[src/logic/nsx_regs.svh]
// constants for the nibble-swap / xor / direction-load execution block
`ifndef NSX_REGS_SVH
`define NSX_REGS_SVH
`define NSX_DIR_PORT_A   5'h06
`define NSX_DIR_PORT_B   5'h07
`define NSX_DIR_RESET    8'hFF
`define NSX_ACC_RESET    8'h00
`define NSX_ZERO_RESET   1'b0
`define NSX_WADDR_RESET  5'h00
`define NSX_WDATA_RESET  8'h00
`define NSX_DEST_ACC     1'b0
`define NSX_DEST_FILE    1'b1
`endif

[src/logic/nsx_pkg.sv]
// types for the execution block
package nsx_pkg;
  typedef enum logic [1:0]
  {
    NSX_OP_SWAP,
    NSX_OP_DIR,
    NSX_OP_XORL,
    NSX_OP_XORF
  } nsx_op_t;
endpackage : nsx_pkg

[src/logic/nsx_res_if.sv]
// result path between the alu and the top
`timescale 1ns/100ps
interface nsx_res_if;
  logic [7:0] result;
  logic       to_file;
  logic       to_acc;
  logic       zero_upd;
  logic       zero_val;
  logic       dir_load;
  modport alu (output result, output to_file, output to_acc, output zero_upd, output zero_val, output dir_load);
  modport top (input result, input to_file, input to_acc, input zero_upd, input zero_val, input dir_load);
endinterface : nsx_res_if

[src/logic/nsx_alu.sv]
// combinational operation unit
`timescale 1ns/100ps
module nsx_alu
  import nsx_pkg::*;
(
  input  wire logic    op_valid,
  input  nsx_op_t      op,
  input  wire logic    dest_bit,
  input  wire logic [7:0] acc,
  input  wire logic [7:0] operand,
  nsx_res_if.alu       res
);
  `include "nsx_regs.svh"
  wire logic [7:0] swap_val = {operand[3:0], operand[7:4]};
  wire logic [7:0] xor_val  = acc ^ operand;
  wire logic       is_xor   = op_valid && (op == NSX_OP_XORL || op == NSX_OP_XORF);
  wire logic       has_dest = op == NSX_OP_SWAP || op == NSX_OP_XORF;

  assign res.result   = (op == NSX_OP_SWAP) ? swap_val : (op == NSX_OP_DIR) ? acc : xor_val;
  assign res.to_file  = op_valid && has_dest && dest_bit == `NSX_DEST_FILE;
  assign res.to_acc   = op_valid && (op == NSX_OP_XORL || (has_dest && dest_bit == `NSX_DEST_ACC));
  assign res.zero_upd = is_xor;
  assign res.zero_val = (xor_val == 8'h00);
  assign res.dir_load = op_valid && op == NSX_OP_DIR;
endmodule : nsx_alu

[src/logic/nsx_exec.sv]
// top: operation execution with accumulator, zero flag and direction registers
`timescale 1ns/100ps
module nsx_exec
  import nsx_pkg::*;
(
  input  wire logic       core_clk,
  input  wire logic       rst_n,
  input  wire logic       clk_en,
  input  wire logic       op_valid,
  input  wire logic [1:0] op_code,
  input  wire logic       dest_bit,
  input  wire logic [4:0] file_addr,
  input  wire logic [7:0] operand,
  output logic [7:0]      acc_q,
  output logic            zero_q,
  output logic [7:0]      dir_a_q,
  output logic [7:0]      dir_b_q,
  output logic            file_we,
  output logic [4:0]      file_waddr,
  output logic [7:0]      file_wdata
);
  `include "nsx_regs.svh"
  // ************************************************
  // reset release
  // ************************************************
  logic sync1_r;
  logic sync2_r;
  always_ff @(posedge core_clk or negedge rst_n)
  begin
    if (!rst_n)
    begin
      sync1_r <= 1'b0;
      sync2_r <= 1'b0;
    end
    else
    begin
      sync1_r <= 1'b1;
      sync2_r <= sync1_r;
    end
  end
  wire logic rst_int_n = sync2_r;

  // ************************************************
  // execution
  // ************************************************
  nsx_res_if res ();
  wire nsx_op_t op = nsx_op_t'(op_code);
  wire logic    go = op_valid && clk_en && rst_int_n;
  nsx_alu u_alu
  (
    .op_valid (go),
    .op       (op),
    .dest_bit (dest_bit),
    .acc      (acc_q),
    .operand  (operand),
    .res      (res)
  );
  // one decode for both direction registers keeps their address match identical
  function automatic logic nsx_dir_hit
  (
    input logic       load,
    input logic [4:0] addr,
    input logic [4:0] target
  );
    return load && addr == target;
  endfunction : nsx_dir_hit

  // other direction register numbers are ignored
  wire logic dir_a_sel = nsx_dir_hit(res.dir_load, file_addr, `NSX_DIR_PORT_A);
  wire logic dir_b_sel = nsx_dir_hit(res.dir_load, file_addr, `NSX_DIR_PORT_B);

  // ************************************************
  // accumulator and zero flag
  // ************************************************
  always_ff @(posedge core_clk or negedge rst_int_n)
  begin
    if (!rst_int_n)
    begin
      acc_q  <= `NSX_ACC_RESET;
      zero_q <= `NSX_ZERO_RESET;
    end
    else if (clk_en)
    begin
      if (res.to_acc)
        acc_q <= res.result;
      if (res.zero_upd)
        zero_q <= res.zero_val;
    end
  end

  // ************************************************
  // direction registers
  // ************************************************
  always_ff @(posedge core_clk or negedge rst_int_n)
  begin
    if (!rst_int_n)
    begin
      dir_a_q <= `NSX_DIR_RESET;
      dir_b_q <= `NSX_DIR_RESET;
    end
    else if (clk_en)
    begin
      if (dir_a_sel)
        dir_a_q <= res.result;
      if (dir_b_sel)
        dir_b_q <= res.result;
    end
  end

  // ************************************************
  // file write port
  // ************************************************
  // strobe not frozen by clk_en: a held strobe would repeat the write
  // on every stalled cycle; address and data still freeze through go
  always_ff @(posedge core_clk or negedge rst_int_n)
  begin
    if (!rst_int_n)
    begin
      file_we    <= 1'b0;
      file_waddr <= `NSX_WADDR_RESET;
      file_wdata <= `NSX_WDATA_RESET;
    end
    else
    begin
      file_we <= res.to_file;
      if (res.to_file)
      begin
        file_waddr <= file_addr;
        file_wdata <= res.result;
      end
    end
  end

  // ************************************************
  // checks
  // ************************************************
  property p_swap;
    @(posedge core_clk) disable iff (!rst_int_n)
    go && op == NSX_OP_SWAP && dest_bit |=> file_we && file_wdata == {$past(operand[3:0]), $past(operand[7:4])};
  endproperty
  a_swap: assert property (p_swap) else $error("swap result wrong");
  property p_swap_acc;
    @(posedge core_clk) disable iff (!rst_int_n)
    go && op == NSX_OP_SWAP && !dest_bit |=> acc_q == {$past(operand[3:0]), $past(operand[7:4])} && !file_we;
  endproperty
  a_swap_acc: assert property (p_swap_acc) else $error("swap to acc wrong");
  property p_noflag;
    @(posedge core_clk) disable iff (!rst_int_n)
    go && (op == NSX_OP_SWAP || op == NSX_OP_DIR) |=> $stable(zero_q);
  endproperty
  a_noflag: assert property (p_noflag) else $error("zero flag moved");
  property p_dir;
    @(posedge core_clk) disable iff (!rst_int_n)
    go && op == NSX_OP_DIR && file_addr == 5'h06 |=> dir_a_q == $past(acc_q) && $stable(acc_q);
  endproperty
  a_dir: assert property (p_dir) else $error("direction load wrong");
  property p_xorl;
    @(posedge core_clk) disable iff (!rst_int_n)
    go && op == NSX_OP_XORL |=> acc_q == ($past(acc_q) ^ $past(operand)) && !file_we;
  endproperty
  a_xorl: assert property (p_xorl) else $error("literal xor wrong");
  property p_xorf;
    @(posedge core_clk) disable iff (!rst_int_n)
    go && op == NSX_OP_XORF && dest_bit |=> file_we && file_wdata == ($past(acc_q) ^ $past(operand)) && $stable(acc_q);
  endproperty
  a_xorf: assert property (p_xorf) else $error("file xor wrong");
  property p_zero;
    @(posedge core_clk) disable iff (!rst_int_n)
    go && (op == NSX_OP_XORL || op == NSX_OP_XORF) |=> zero_q == ($past(acc_q) == $past(operand));
  endproperty
  a_zero: assert property (p_zero) else $error("zero flag wrong");
  property p_hold;
    @(posedge core_clk) disable iff (!rst_int_n)
    !clk_en |=> $stable(acc_q) && $stable(zero_q) && $stable(dir_b_q);
  endproperty
  a_hold: assert property (p_hold) else $error("state moved while frozen");
  property p_fwe;
    @(posedge core_clk) disable iff (!rst_int_n)
    !go |=> !file_we;
  endproperty
  a_fwe: assert property (p_fwe) else $error("spurious file write");

  property p_xorf_acc;
    @(posedge core_clk) disable iff (!rst_int_n)
    go && op == NSX_OP_XORF && !dest_bit |=> acc_q == ($past(acc_q) ^ $past(operand)) && !file_we;
  endproperty
  a_xorf_acc: assert property (p_xorf_acc) else $error("file xor to acc wrong");
  property p_dir_b;
    @(posedge core_clk) disable iff (!rst_int_n)
    go && op == NSX_OP_DIR && file_addr == `NSX_DIR_PORT_B |=> dir_b_q == $past(acc_q) && $stable(dir_a_q);
  endproperty
  a_dir_b: assert property (p_dir_b) else $error("second direction load wrong");
  property p_dir_none;
    @(posedge core_clk) disable iff (!rst_int_n)
    go && op == NSX_OP_DIR && file_addr != `NSX_DIR_PORT_A && file_addr != `NSX_DIR_PORT_B
      |=> $stable(dir_a_q) && $stable(dir_b_q) && !file_we;
  endproperty
  a_dir_none: assert property (p_dir_none) else $error("unknown direction number changed state");
  property p_others_dir;
    @(posedge core_clk) disable iff (!rst_int_n)
    go && op != NSX_OP_DIR |=> $stable(dir_a_q) && $stable(dir_b_q);
  endproperty
  a_others_dir: assert property (p_others_dir) else $error("direction register moved");
  property p_idle;
    @(posedge core_clk) disable iff (!rst_int_n)
    !go |=> $stable(acc_q) && $stable(zero_q) && $stable(dir_a_q) && $stable(dir_b_q);
  endproperty
  a_idle: assert property (p_idle) else $error("state moved without an operation");
  property p_wport;
    @(posedge core_clk) disable iff (!rst_int_n)
    $changed(file_waddr) || $changed(file_wdata) |-> file_we;
  endproperty
  a_wport: assert property (p_wport) else $error("write port moved without a write");

  // ************************************************
  // coverage
  // ************************************************
  c_swap: cover property (@(posedge core_clk) go && op == NSX_OP_SWAP);
  c_dir: cover property (@(posedge core_clk) dir_b_sel);
  c_zero: cover property (@(posedge core_clk) go && op == NSX_OP_XORL ##1 zero_q);
  c_xorf: cover property (@(posedge core_clk) go && op == NSX_OP_XORF && dest_bit);
  c_freeze: cover property (@(posedge core_clk) file_we && !clk_en);
endmodule : nsx_exec

[config.mk]
export PLATFORM = sky130hd
export DESIGN_NAME = nsx_exec
export DESIGN_NICKNAME = d
export VERILOG_FILES = /design/src/logic/nsx_pkg.sv /design/src/logic/nsx_res_if.sv /design/src/logic/nsx_alu.sv /design/src/logic/nsx_exec.sv
export VERILOG_INCLUDE_DIRS = /design/src /design/src/logic
export SDC_FILE = /design/constraint.sdc
export NUM_CORES = 1
export LEC_CHECK = 0
export BUFFER_PORTS_ARGS = -buffer_cell sky130_fd_sc_hd__buf_2
export CORE_ASPECT_RATIO = 1.75
export CORE_MARGIN = 2
export CORE_UTILIZATION = 45
export CTS_BUF_LIST = sky130_fd_sc_hd__clkbuf_8
export CTS_CLUSTER_SIZE = 8
export DETAILED_ROUTE_END_ITERATION = 8
export MAX_ROUTING_LAYER = met4
export PLACE_DENSITY = 0.74
export SLEW_MARGIN = 20
export SYNTH_ARGS = -nofsm -noshare
export SYNTH_HDL_FRONTEND = slang
export SYNTH_SLANG_ARGS = --single-unit
[constraint.sdc]
create_clock -name core_clk -period 1.7 [get_ports core_clk]
set_input_delay 0.425 -clock core_clk [delete_from_list [all_inputs] [get_ports core_clk]]
set_output_delay 0.425 -clock core_clk [all_outputs]
set_load 0.02 [all_outputs]
=== Word level (Yosys, flattened, before mapping) ===
Cells that the tools add are included.

* Bits of input ports: 20
* Flip-flop bits (word level): 41

* Bitwise gates (word level): 2
* Mux-type cells: 2
* Eq/ne operators: 5
* Reduce and logical (&&, ||, !) cells: 19

{| class="wikitable"
|+ Operator list
! kind !! number
|-
| 2-to-1 mux 8 bit || 2
|-
| == test 5 x 3 -> 1 bit (second input constant) || 2
|-
| logical AND 1 bit || 10
|-
| logical NOT 8 bit || 1
|-
| AND reduction 2 bit || 4
|-
| XOR 8 bit || 1
|-
| == test 2 bit (second input constant) || 2
|-
| logical OR 1 bit || 3
|-
| == test 2 x 1 -> 1 bit (second input constant) || 1
|-
| logical NOT 2 bit || 1
|-
| NOT 1 bit || 1
|}

=== Logic depth before layout (Yosys ltp) ===
Gate-level depths: netlist of the first run.

* Word-level depth: 6
* Gate-level depth with buffers: 6
* Depth with buffers taken out: 6

=== Hierarchy ===
From an unflattened synthesis of the first run, not the netlist that was laid out.

* Cell total of the unflattened synthesis: 145
* Area, all modules: 1940.6 µm²

{| class="wikitable"
|+ By module, submodules not included
! module !! area each (µm²) !! instances !! cells an instance
|-
| nsx_exec || 1565.3 || 1 || 89
|-
| nsx_alu || 375.4 || 1 || 56
|}

=== Worst setup path after synthesis of the first run ===
Ideal clock, no wire load.

* Path type: reg2reg
* From: register sync2_r, in the netlist rst_int_n
* To: register file_waddr[1]
* Setup slack: -0.754 ns
* Buffers on the path: 1
* Library setup time: 0.125 ns
* Cell stages (with the launch flop): 5
* Arrival time: 2.329 ns
* Required time: 1.575 ns
* Path through: dfrtp_1 nand3_2 nor3b_2 buf_6 mux2_2

* Cells in the longest elaborated chain, start to end: 3

{| class="wikitable"
|+ RTL lines
! item !! RTL line !! source
|-
| from (decl) || nsx_exec.sv:27 || <nowiki>logic sync2_r;</nowiki>
|-
| from (signal assigned) || nsx_exec.sv:38 || <nowiki>sync2_r <= sync1_r;</nowiki>
|-
| logical AND 1 bit || nsx_exec.sv:48 || <nowiki>wire logic go = op_valid && clk_en && rst_int_n;</nowiki>
|-
| logical AND 1 bit || nsx_alu.sv:20 || <nowiki>assign res.to_file = op_valid && has_dest && dest_bit == `NSX_DEST_FILE;</nowiki>
|-
| logical AND 1 bit (no source line) || - ||
|-
| named net res.to_file || nsx_res_if.sv:5 || <nowiki>logic to_file;</nowiki>
|-
| to (signal assigned) || nsx_exec.sv:120 || <nowiki>file_waddr <= `NSX_WADDR_RESET;</nowiki>
|-
| to (signal assigned) || nsx_exec.sv:128 || <nowiki>file_waddr <= file_addr;</nowiki>
|-
| to (decl) || nsx_exec.sv:19 || <nowiki>output logic [4:0] file_waddr,</nowiki>
|}

The timed path passes the listed nets, and every way through them passes these cells.
A chain may end at the register's enable or synchronous reset.

=== Worst setup path after layout of the first run ===
* From: input port op_code[1]
* To: register file_wdata[3]

* Cells in the longest elaborated chain, start to end: 4
* Elaborated cells on any way between the ends: 8
* Classes of those cells: eq/ne: 2; mux: 2; reduce/logical: 4

{| class="wikitable"
|+ RTL lines
! item !! RTL line !! source
|-
| from (decl) || nsx_exec.sv:10 || <nowiki>input wire logic [1:0] op_code,</nowiki>
|-
| == test 2 bit / logical NOT 2 bit (equally long branches) || nsx_alu.sv:17, nsx_alu.sv:19 ||
|-
| logical OR 1 bit || nsx_alu.sv:17 || <nowiki>wire logic has_dest = op == NSX_OP_SWAP || op == NSX_OP_XORF;</nowiki>
|-
| logical AND 1 bit || nsx_alu.sv:20 ||
|-
| logical AND 1 bit (no source line) || - ||
|-
| to (signal assigned) || nsx_exec.sv:121 || <nowiki>file_wdata <= `NSX_WDATA_RESET;</nowiki>
|-
| to (signal assigned) || nsx_exec.sv:129 || <nowiki>file_wdata <= res.result;</nowiki>
|-
| to (decl) || nsx_exec.sv:20 || <nowiki>output logic [7:0] file_wdata</nowiki>
|}

Several ways; a longest one is shown, not always the timed one.

==> results of run 1 <==
metal layers:
layer | GRT usage [%] | vias up | part of all wire [%] | wire length [um]
li1 | - | 640 | - | -
met1 | 22.7 | 681 | 39 | 1580
met2 | 34.1 | 33 | 56 | 2290
met3 | 3.15 | 5 | 3.4 | 141
met4 | 7.69 | 0 | 1.9 | 77
met5 | - | - | 0 | 0
cell type report:
cell class / count / share of cell area [%]
Inverter: 2 / 0.300
Sequential cell: 41 / 42.0
Clock inverter: 2 / 0.300
Timing Repair Buffer: 72 / 16.4
Tap cell: 49 / 2.45
Multi-Input combinational cell: 95 / 35.3
Clock buffer: 6 / 3.30
cell families (layout without fill, tap and decap cells):
| group | after synthesis | after routing | synth area share [%] |
|---|---|---|---|
| AO/OA/AOI/OAI | 11 | 11 | 3.18 |
| flip-flops | 41 | 41 | 54.3 |
| AND/OR/NAND/NOR | 26 | 26 | 9.73 |
| other | 1 | 1 | 0.194 |
| XOR/XNOR | 16 | 16 | 7.27 |
| multiplexers | 37 | 37 | 21.6 |
| buffers and inverters | 4 | 82 | 1.17 |
| adder cells (fa/ha/maj) | 4 | 4 | 2.60 |
repair_timing:
item                                    4_1_cts  5_1_grt
gates cloned                                  0        0
setup buffers                                 0        0
hold buffers                                  1        0
endpoints found under the setup margin        8       32
endpoints found under the hold margin         2        0
gates resized for setup                       2        4
final timing paths:
kind	startpoint	endpoint	slack [ns]	depth (start not counted)
worst max-delay path	op_code[1]	file_wdata[3]$_DFFE_PN0P_	0.11	8
worst min-delay path	sync1_r$_DFF_PN0_	rst_int_n$_DFF_PN0_	0.36	0
max in group asynchronous	rst_int_n$_DFF_PN0_	dir_b_q[1]$_DFFE_PN1P_	0.91	1
min in group asynchronous	rst_int_n$_DFF_PN0_	file_waddr[1]$_DFFE_PN0P_	0.42	1
worst min register to register	sync1_r$_DFF_PN0_	rst_int_n$_DFF_PN0_	0.36	0
worst max register to register	rst_int_n$_DFF_PN0_	dir_a_q[6]$_DFFE_PN1P_	0.23	4
through the flow:
step / setup slack [ns] / area [um2]
finish: 0.106 / 2500
global route: 0.000550 / 2500
CTS: 0.0213 / 2500
detailed placement: -0.370 / 2400
global placement: -0.331 / 2400
floorplan: -0.0518 / 1950
registers in the layout, indices dropped and copies added, names as in the netlist:
signal and count:
acc_q 8, dir_a_q 8, dir_b_q 8, file_waddr 5, file_wdata 8, file_we 1, rst_int_n 1, sync1_r 1
zero_q 1
where the power goes:
group | switching (uW) | total [uW] | internal [uW] | leakage (uW)
clock network | 319 | 638 | 319 | 0.0000538
registers | 194 | 1410 | 1220 | 0.000474
logic | 654 | 1200 | 545 | 0.000681
total | 1170 | 3250 | 2080 | 0.00121
synthesized netlist by cell type, drive strengths merged, types with 2 or more instances:
master | number | area share [%]
ha | 4 | 2.6
dfrtp | 25 | 32
mux2 | 37 | 22
dfstp | 16 | 22
inv | 2 | 0.39
nand4 | 2 | 0.65
nor2 | 2 | 0.39
o21ai | 9 | 2.3
nand2 | 9 | 1.8
xnor2 | 16 | 7.3
and2b | 8 | 3.6
==> flow_summary.json, run 1 <==
{
  "outcome": "finished, final reports clean",
  "drtPass1Iterations": 3,
  "hold_ws_ns": 0.363,
  "period_minus_slack_ns": 1.59,
  "synth_edf_count": 0,
  "die_w_um": 53.5,
  "fin_skew_ns": 0.00348,
  "tns_ns": 0,
  "antenna_found_initial": 0,
  "crit_type": "primary input to flop",
  "num_antenna_cells": 0,
  "clk_latency_ns": 0.29,
  "drc": 0,
  "final_cell_mix": "buf_2 (58), mux2_2 (35), dfrtp_1 (24)",
  "max_freq_mhz": 628,
  "fin_util_pct": 60.9,
  "grt_overflow": 0,
  "areaGrowthSynthToFinish_pct": 29.8,
  "fillers": 373,
  "fp.coreArea_um2": 4110,
  "grt_max_degree": 40,
  "cts-root-buf": "clkbuf_8",
  "cts_sinks": 41,
  "power_uw": 3250,
  "max_cap_viol_count": 0,
  "cp_slowest_cell": "mux2_2",
  "instances_no_fill": 267,
  "regArea_um2": 1050,
  "dp_cells": 258,
  "maxSlewViolCount": 0,
  "num_vias": 1359,
  "synth_area_um2": 1930,
  "synthArstFlopShare_pct": 100,
  "worst-path-buf-inv": 3,
  "htree_levels": 2,
  "drt-total-wl_um": 4090,
  "ys_seq_area_share_pct": 54.3,
  "layout_commonest_cell": "buf_2",
  "endpoint_kind": "flop",
  "cts_made_buffers": 5,
  "synth-seq-cells": 41,
  "hold_class": "flop to flop",
  "slowest_delay_ns": 0.32,
  "arrival_ns": 1.77,
  "p_leak_uw": 0.00121,
  "wire_per_inst_um": 15.3,
  "fin_nets": 241,
  "power_density_nw_per_um2": 1300,
  "drive_above_1_share_pct": 66.1,
  "initial_core_util_pct": 46.9,
  "synth_cell_types": 22,
  "synth_area_per_cell_um2": 13.8,
  "drtIter0Drc": 11,
  "dieArea_um2": 4840,
  "synth_nets": 164,
  "port_buffers": 58,
  "synthCells": 140,
  "grtUsageTotal_pct": 20.0,
  "ys_warn_count": 0,
  "cts_tree": "yes",
  "grt_pass1_wl_um": 6890,
  "cp_cell_sequence": "buf_2 > inv_1 > ha_2 > buf_4 > and2b_2 > xnor2_1 > o21ai_1 > mux2_2",
  "clockBufferDepth": 2,
  "grt_pass1_vias": 1456,
  "antenna_left": 0,
  "cp_top_family": "multiplexers",
  "vdd_drop_max_mv": 0.934,
  "num_rows": 31,
  "hold_violations": 0,
  "cp.required_ns": 1.87,
  "io_pins": 59,
  "gp_congestion": 0.702,
  "hpwl_um": 3130,
  "rsz0062_at_grt": "no",
  "synth_ff_type": "dfrtp_1",
  "clk_pin_slew_worst_paths_ns": 0.07,
  "tightest_slew_ns": 0.504,
  "critPathMaxFanout": 8,
  "die_y_um": 90.6,
  "multiInputGateArea_um2": 883,
  "maxSlewHeadroom_pct": 66.4,
  "vias_per_cell": 5.09,
  "setup_violations": 0,
  "min_period_over_period_pct": 93.7,
  "startpoint_type": "primary input"
}
Power figures use the tool's default switching activity.
==> run 2: changes to the inputs <==
--- a/config.mk
+++ b/config.mk
@@ -14,7 +14,7 @@
 export CTS_CLUSTER_SIZE = 8
 export DETAILED_ROUTE_END_ITERATION = 8
 export MAX_ROUTING_LAYER = met4
-export PLACE_DENSITY = 0.74
+export PLACE_DENSITY = 0.71
 export SLEW_MARGIN = 20
 export SYNTH_ARGS = -nofsm -noshare
 export SYNTH_HDL_FRONTEND = slang
==> flow_summary.json, run 2 (synthesis results as in run 1) <==
{
  "outcome": "finished, final reports clean",
  "min_period_over_period_pct": 95.7,
  "final_cell_mix": "buf_2 (58), mux2_2 (35), dfrtp_1 (24)",
  "htree_levels": 2,
  "num_rows": 31,
  "cp.required_ns": 1.92,
  "grtUsageTotal_pct": 20.5,
  "grt_pass1_wl_um": 7040,
  "drt-total-wl_um": 4300,
  "hold_ws_ns": 0.363,
  "grt.busiest_layer": "met2",
  "grt_max_degree": 40,
  "gp_congestion": 0.747,
  "startpoint_type": "primary input",
  "cts_sinks": 41,
  "drive_above_1_share_pct": 66.7,
  "pre_cts_ws_ns": -0.388,
  "layout_setup_ws_ns": 0.0738,
  "vias_per_cell": 5.05,
  "p_leak_uw": 0.00122,
  "areaGrowthSynthToFinish_pct": 30.6,
  "cts-root-buf": "clkbuf_8",
  "cts_made_buffers": 5,
  "num_vias": 1354,
  "fin_nets": 242,
  "grt.met2_usage_pct": 36.6,
  "clockBufferDepth": 2,
  "grt_overflow": 0,
  "clk_pin_slew_worst_paths_ns": 0.07,
  "hold_class": "flop to flop",
  "post_cts_buffers": 0,
  "arrival_ns": 1.84,
  "crit_type": "primary input to flop",
  "maxSlewViolCount": 0,
  "antenna_found_initial": 0,
  "period_minus_slack_ns": 1.63,
  "placed_area_um2": 2420,
  "grt_use_met1_pct": 22.5,
  "die_w_um": 53.5,
  "fin_util_pct": 61.3,
  "postLayoutCellArea_um2": 2520,
  "vdd_drop_max_mv": 0.920,
  "num_antenna_cells": 0,
  "cts_tree": "yes",
  "grt.met3_usage_pct": 2.48,
  "setup_violations": 0,
  "hold_violations": 0,
  "io_pins": 59,
  "drtIter0Drc": 9,
  "endpoint_kind": "flop",
  "port_buffers": 58,
  "max_cap_viol_count": 0,
  "clk_latency_ns": 0.28,
  "drtPass1Iterations": 4,
  "rsz0062_at_grt": "no",
  "fp.coreArea_um2": 4110,
  "layout_commonest_cell": "buf_2",
  "critPathMaxFanout": 7,
  "drc": 0,
  "instances_no_fill": 268,
  "die_y_um": 90.6,
  "antenna_left": 0,
  "max_freq_mhz": 615,
  "power_density_nw_per_um2": 1280,
  "wire_per_inst_um": 16.0,
  "fin_skew_ns": 0.00725,
  "dp_cells": 259,
  "dieArea_um2": 4840,
  "initial_core_util_pct": 46.9,
  "grt_pass1_vias": 1465,
  "hpwl_um": 3470
}
==> run 2: cell types whose count changed in the layout (fill, tap and decap cells not counted) <==
cell	previous run	this run
o21ai_2	0	1
clkbuf_8	6	5
inv_1	4	5
ha_2	1	2
o21ai_0	4	5
ha_1	3	2
o21ai_1	5	3
buf_12	1	2
==> run 2: path summary, 6_finish.rpt <==
kind	from	to	slack (ns)	cells after the start
min in group asynchronous	rst_int_n$_DFF_PN0_	acc_q[5]$_DFFE_PN0P_	0.42	1
worst max-delay path	op_code[1]	file_wdata[6]$_DFFE_PN0P_	0.07	7
worst max register to register	rst_int_n$_DFF_PN0_	dir_a_q[3]$_DFFE_PN1P_	0.24	4
worst min register to register	sync1_r$_DFF_PN0_	rst_int_n$_DFF_PN0_	0.36	0
max in group asynchronous	rst_int_n$_DFF_PN0_	dir_a_q[3]$_DFFE_PN1P_	0.92	1
worst min-delay path	sync1_r$_DFF_PN0_	rst_int_n$_DFF_PN0_	0.36	0
==> run 2: what timing repair did <==
item,CTS,global route
hold endpoints to repair,2,0
hold buffers,1,0
resized for setup,4,3
setup endpoints to repair,12,10
==> run 2: per-stage QoR <==
step,TNS [ns],power (uW)
2_1_floorplan,-0.799,2190
3_3_place_gp,-6.69,2600
3_5_place_dp,-9.40,2660
4_1_cts,0,3250
5_1_grt,0,3430
6_report,0,3210
==> run 2: routing by layer <==
metal / vias to the layer above / share of wire (%)
li1: 637 / -
met1: 682 / 37
met2: 30 / 58
met3: 5 / 3.1
met4: 0 / 1.5
met5: - / 0
==> run 2: final cells by class <==
type | instances | area (um2)
clock inverters | 3 | 11.3
inverters | 2 | 7.51
fillers | 360 | 1590
clock buffers | 5 | 68.8
repair buffers | 73 | 430
well taps | 49 | 61.3
flip-flops and latches | 41 | 1050
multi-input cells | 95 | 890
==> run 2: worst max-delay path, stage by stage <==
cell	delay, ns
buf_2	0.11
inv_1	0.07
ha_2	0.25
and2b_2	0.24
xnor2_1	0.12
o21ai_0	0.39
mux2_2	0.25
==> run 2: power by group <==
part	leakage, uW	total, uW	internal (uW)	switching [uW]
clock	0.0000519	575	274	301
combinational	0.000692	1220	551	665
sequential	0.000474	1420	1220	204
total	0.00122	3210	2040	1170
==> run 3: changes to the inputs <==
--- a/config.mk
+++ b/config.mk
@@ -10,7 +10,6 @@
 export CORE_ASPECT_RATIO = 1.75
 export CORE_MARGIN = 2
 export CORE_UTILIZATION = 45
-export CTS_BUF_LIST = sky130_fd_sc_hd__clkbuf_8
 export CTS_CLUSTER_SIZE = 8
 export DETAILED_ROUTE_END_ITERATION = 8
 export MAX_ROUTING_LAYER = met4
==> flow_summary.json, run 3 (synthesis results as in run 1) <==
{
  "endpoint_kind": "flop",
  "cts_tree": "yes",
  "initial_core_util_pct": 46.9,
  "cts_made_buffers": 5,
  "hold_violations": 0,
  "num_antenna_cells": 0,
  "num_vias": 1345,
  "clockBufferDepth": 2,
  "critPathMaxFanout": 7,
  "gp_congestion": 0.747,
  "hp-start": "sync1_r$_DFF_PN0_",
  "fin_util_pct": 61.3,
  "startpoint_type": "primary input",
  "p_leak_uw": 0.00121,
  "final_cell_mix": "buf_2 (58), mux2_2 (35), dfrtp_1 (24)",
  "post_cts_buffers": 0,
  "fin_skew_ns": 0.00653,
  "cp_slowest_cell": "o21ai_0",
  "htree_levels": 2,
  "die_w_um": 53.5,
  "drt-total-wl_um": 4310,
  "maxSlewViolCount": 0,
  "fp.coreArea_um2": 4110,
  "grtUsageTotal_pct": 20.5,
  "grt_pass1_wl_um": 7040,
  "clk_pin_slew_worst_paths_ns": 0.07,
  "die_y_um": 90.6,
  "pre_cts_ws_ns": -0.388,
  "antenna_left": 0,
  "crit_type": "primary input to flop",
  "areaGrowthSynthToFinish_pct": 30.6,
  "grt_max_degree": 40,
  "grt_pass1_vias": 1465,
  "vdd_drop_max_mv": 0.936,
  "cp.required_ns": 1.92,
  "layout_setup_ws_ns": 0.0826,
  "hold_class": "flop to flop",
  "power_density_nw_per_um2": 1280,
  "cts_sinks": 41,
  "slowest_delay_ns": 0.38,
  "drc": 0,
  "fin_nets": 242,
  "cts-root-buf": "clkbuf_8",
  "io_pins": 59,
  "wire_per_inst_um": 16.1,
  "vias_per_cell": 5.02,
  "setup_violations": 0,
  "rr_startpoint": "rst_int_n$_DFF_PN0_",
  "min_period_over_period_pct": 95.1,
  "max_freq_mhz": 618,
  "hpwl_um": 3470,
  "drive_above_1_share_pct": 66.7,
  "crit_start": "op_code[1]",
  "drtPass1Iterations": 4,
  "cp_cell_sequence": "buf_2 > inv_1 > ha_2 > and2b_2 > xnor2_1 > o21ai_0 > mux2_2",
  "antenna_found_initial": 0,
  "drtIter0Drc": 7,
  "dieArea_um2": 4840,
  "rsz0062_at_grt": "no",
  "period_minus_slack_ns": 1.62,
  "grt_overflow": 0,
  "max_cap_viol_count": 0,
  "clk_latency_ns": 0.28,
  "num_rows": 31,
  "arrival_ns": 1.84,
  "outcome": "finished, final reports clean",
  "layout_commonest_cell": "buf_2",
  "port_buffers": 58
}
run 3: routing by layer:
metal,up-vias,wire (um),track usage [%]
li1,637,-,-
met1,671,1590,22.5
met2,32,2500,36.6
met3,5,160,2.48
met4,0,64,6.41
met5,-,0,-
run 3: timing repair:
item                                    in CTS  in global routing
endpoints found under the setup margin      12                 15
gates resized for setup                      2                  5
hold endpoints to repair                     2                  0
hold buffers                                 1                  0
run 3: critical path, delay by kind of cell:
kind / cells / cell delay [ns]
compound gates: 1 / 0.38
xor+xnor: 1 / 0.12
fa+ha+maj: 1 / 0.25
buf+inv: 2 / 0.18
mux: 1 / 0.24
simple gates: 1 / 0.24
run 3: worst paths after layout:
check                      depth (start not counted)                        end  slack (ns)
max in group asynchronous                          1     dir_a_q[3]$_DFFE_PN1P_        0.92
max                                                7  file_wdata[6]$_DFFE_PN0P_        0.08
min in group asynchronous                          1       acc_q[5]$_DFFE_PN0P_        0.42
min reg2reg                                        0        rst_int_n$_DFF_PN0_        0.36
min                                                0        rst_int_n$_DFF_PN0_        0.36
max reg2reg                                        4     dir_a_q[3]$_DFFE_PN1P_        0.24
run 3: cell type report:
cell class | count | area (um2)
Multi-Input combinational cell | 95 | 890
Inverter | 2 | 7.51
Clock buffer | 8 | 80.1
Fill cell | 360 | 1590
Timing Repair Buffer | 73 | 430
Sequential cell | 41 | 1050
Tap cell | 49 | 61.3
run 3: where the power goes:
part / switching (uW) / internal (uW) / leakage, uW
clock: 302 / 292 / 0.0000395
combinational: 665 / 551 / 0.000692
sequential: 205 / 1220 / 0.000474
total: 1170 / 2060 / 0.00121
run 3: stage by stage:
stage          instance area [um2]  TNS (ns)  hold slack, ns  instances  total power [uW]
4_1_cts                       2510         0           0.369        268              3260
2_1_floorplan                 1950    -0.799           0.129        140              2190
5_1_grt                       2520         0           0.370        268              3440
3_5_place_dp                  2420     -9.40           0.213        259              2660
6_report                      2520         0           0.363        268              3230
3_3_place_gp                  2420     -6.69           0.212        259              2600
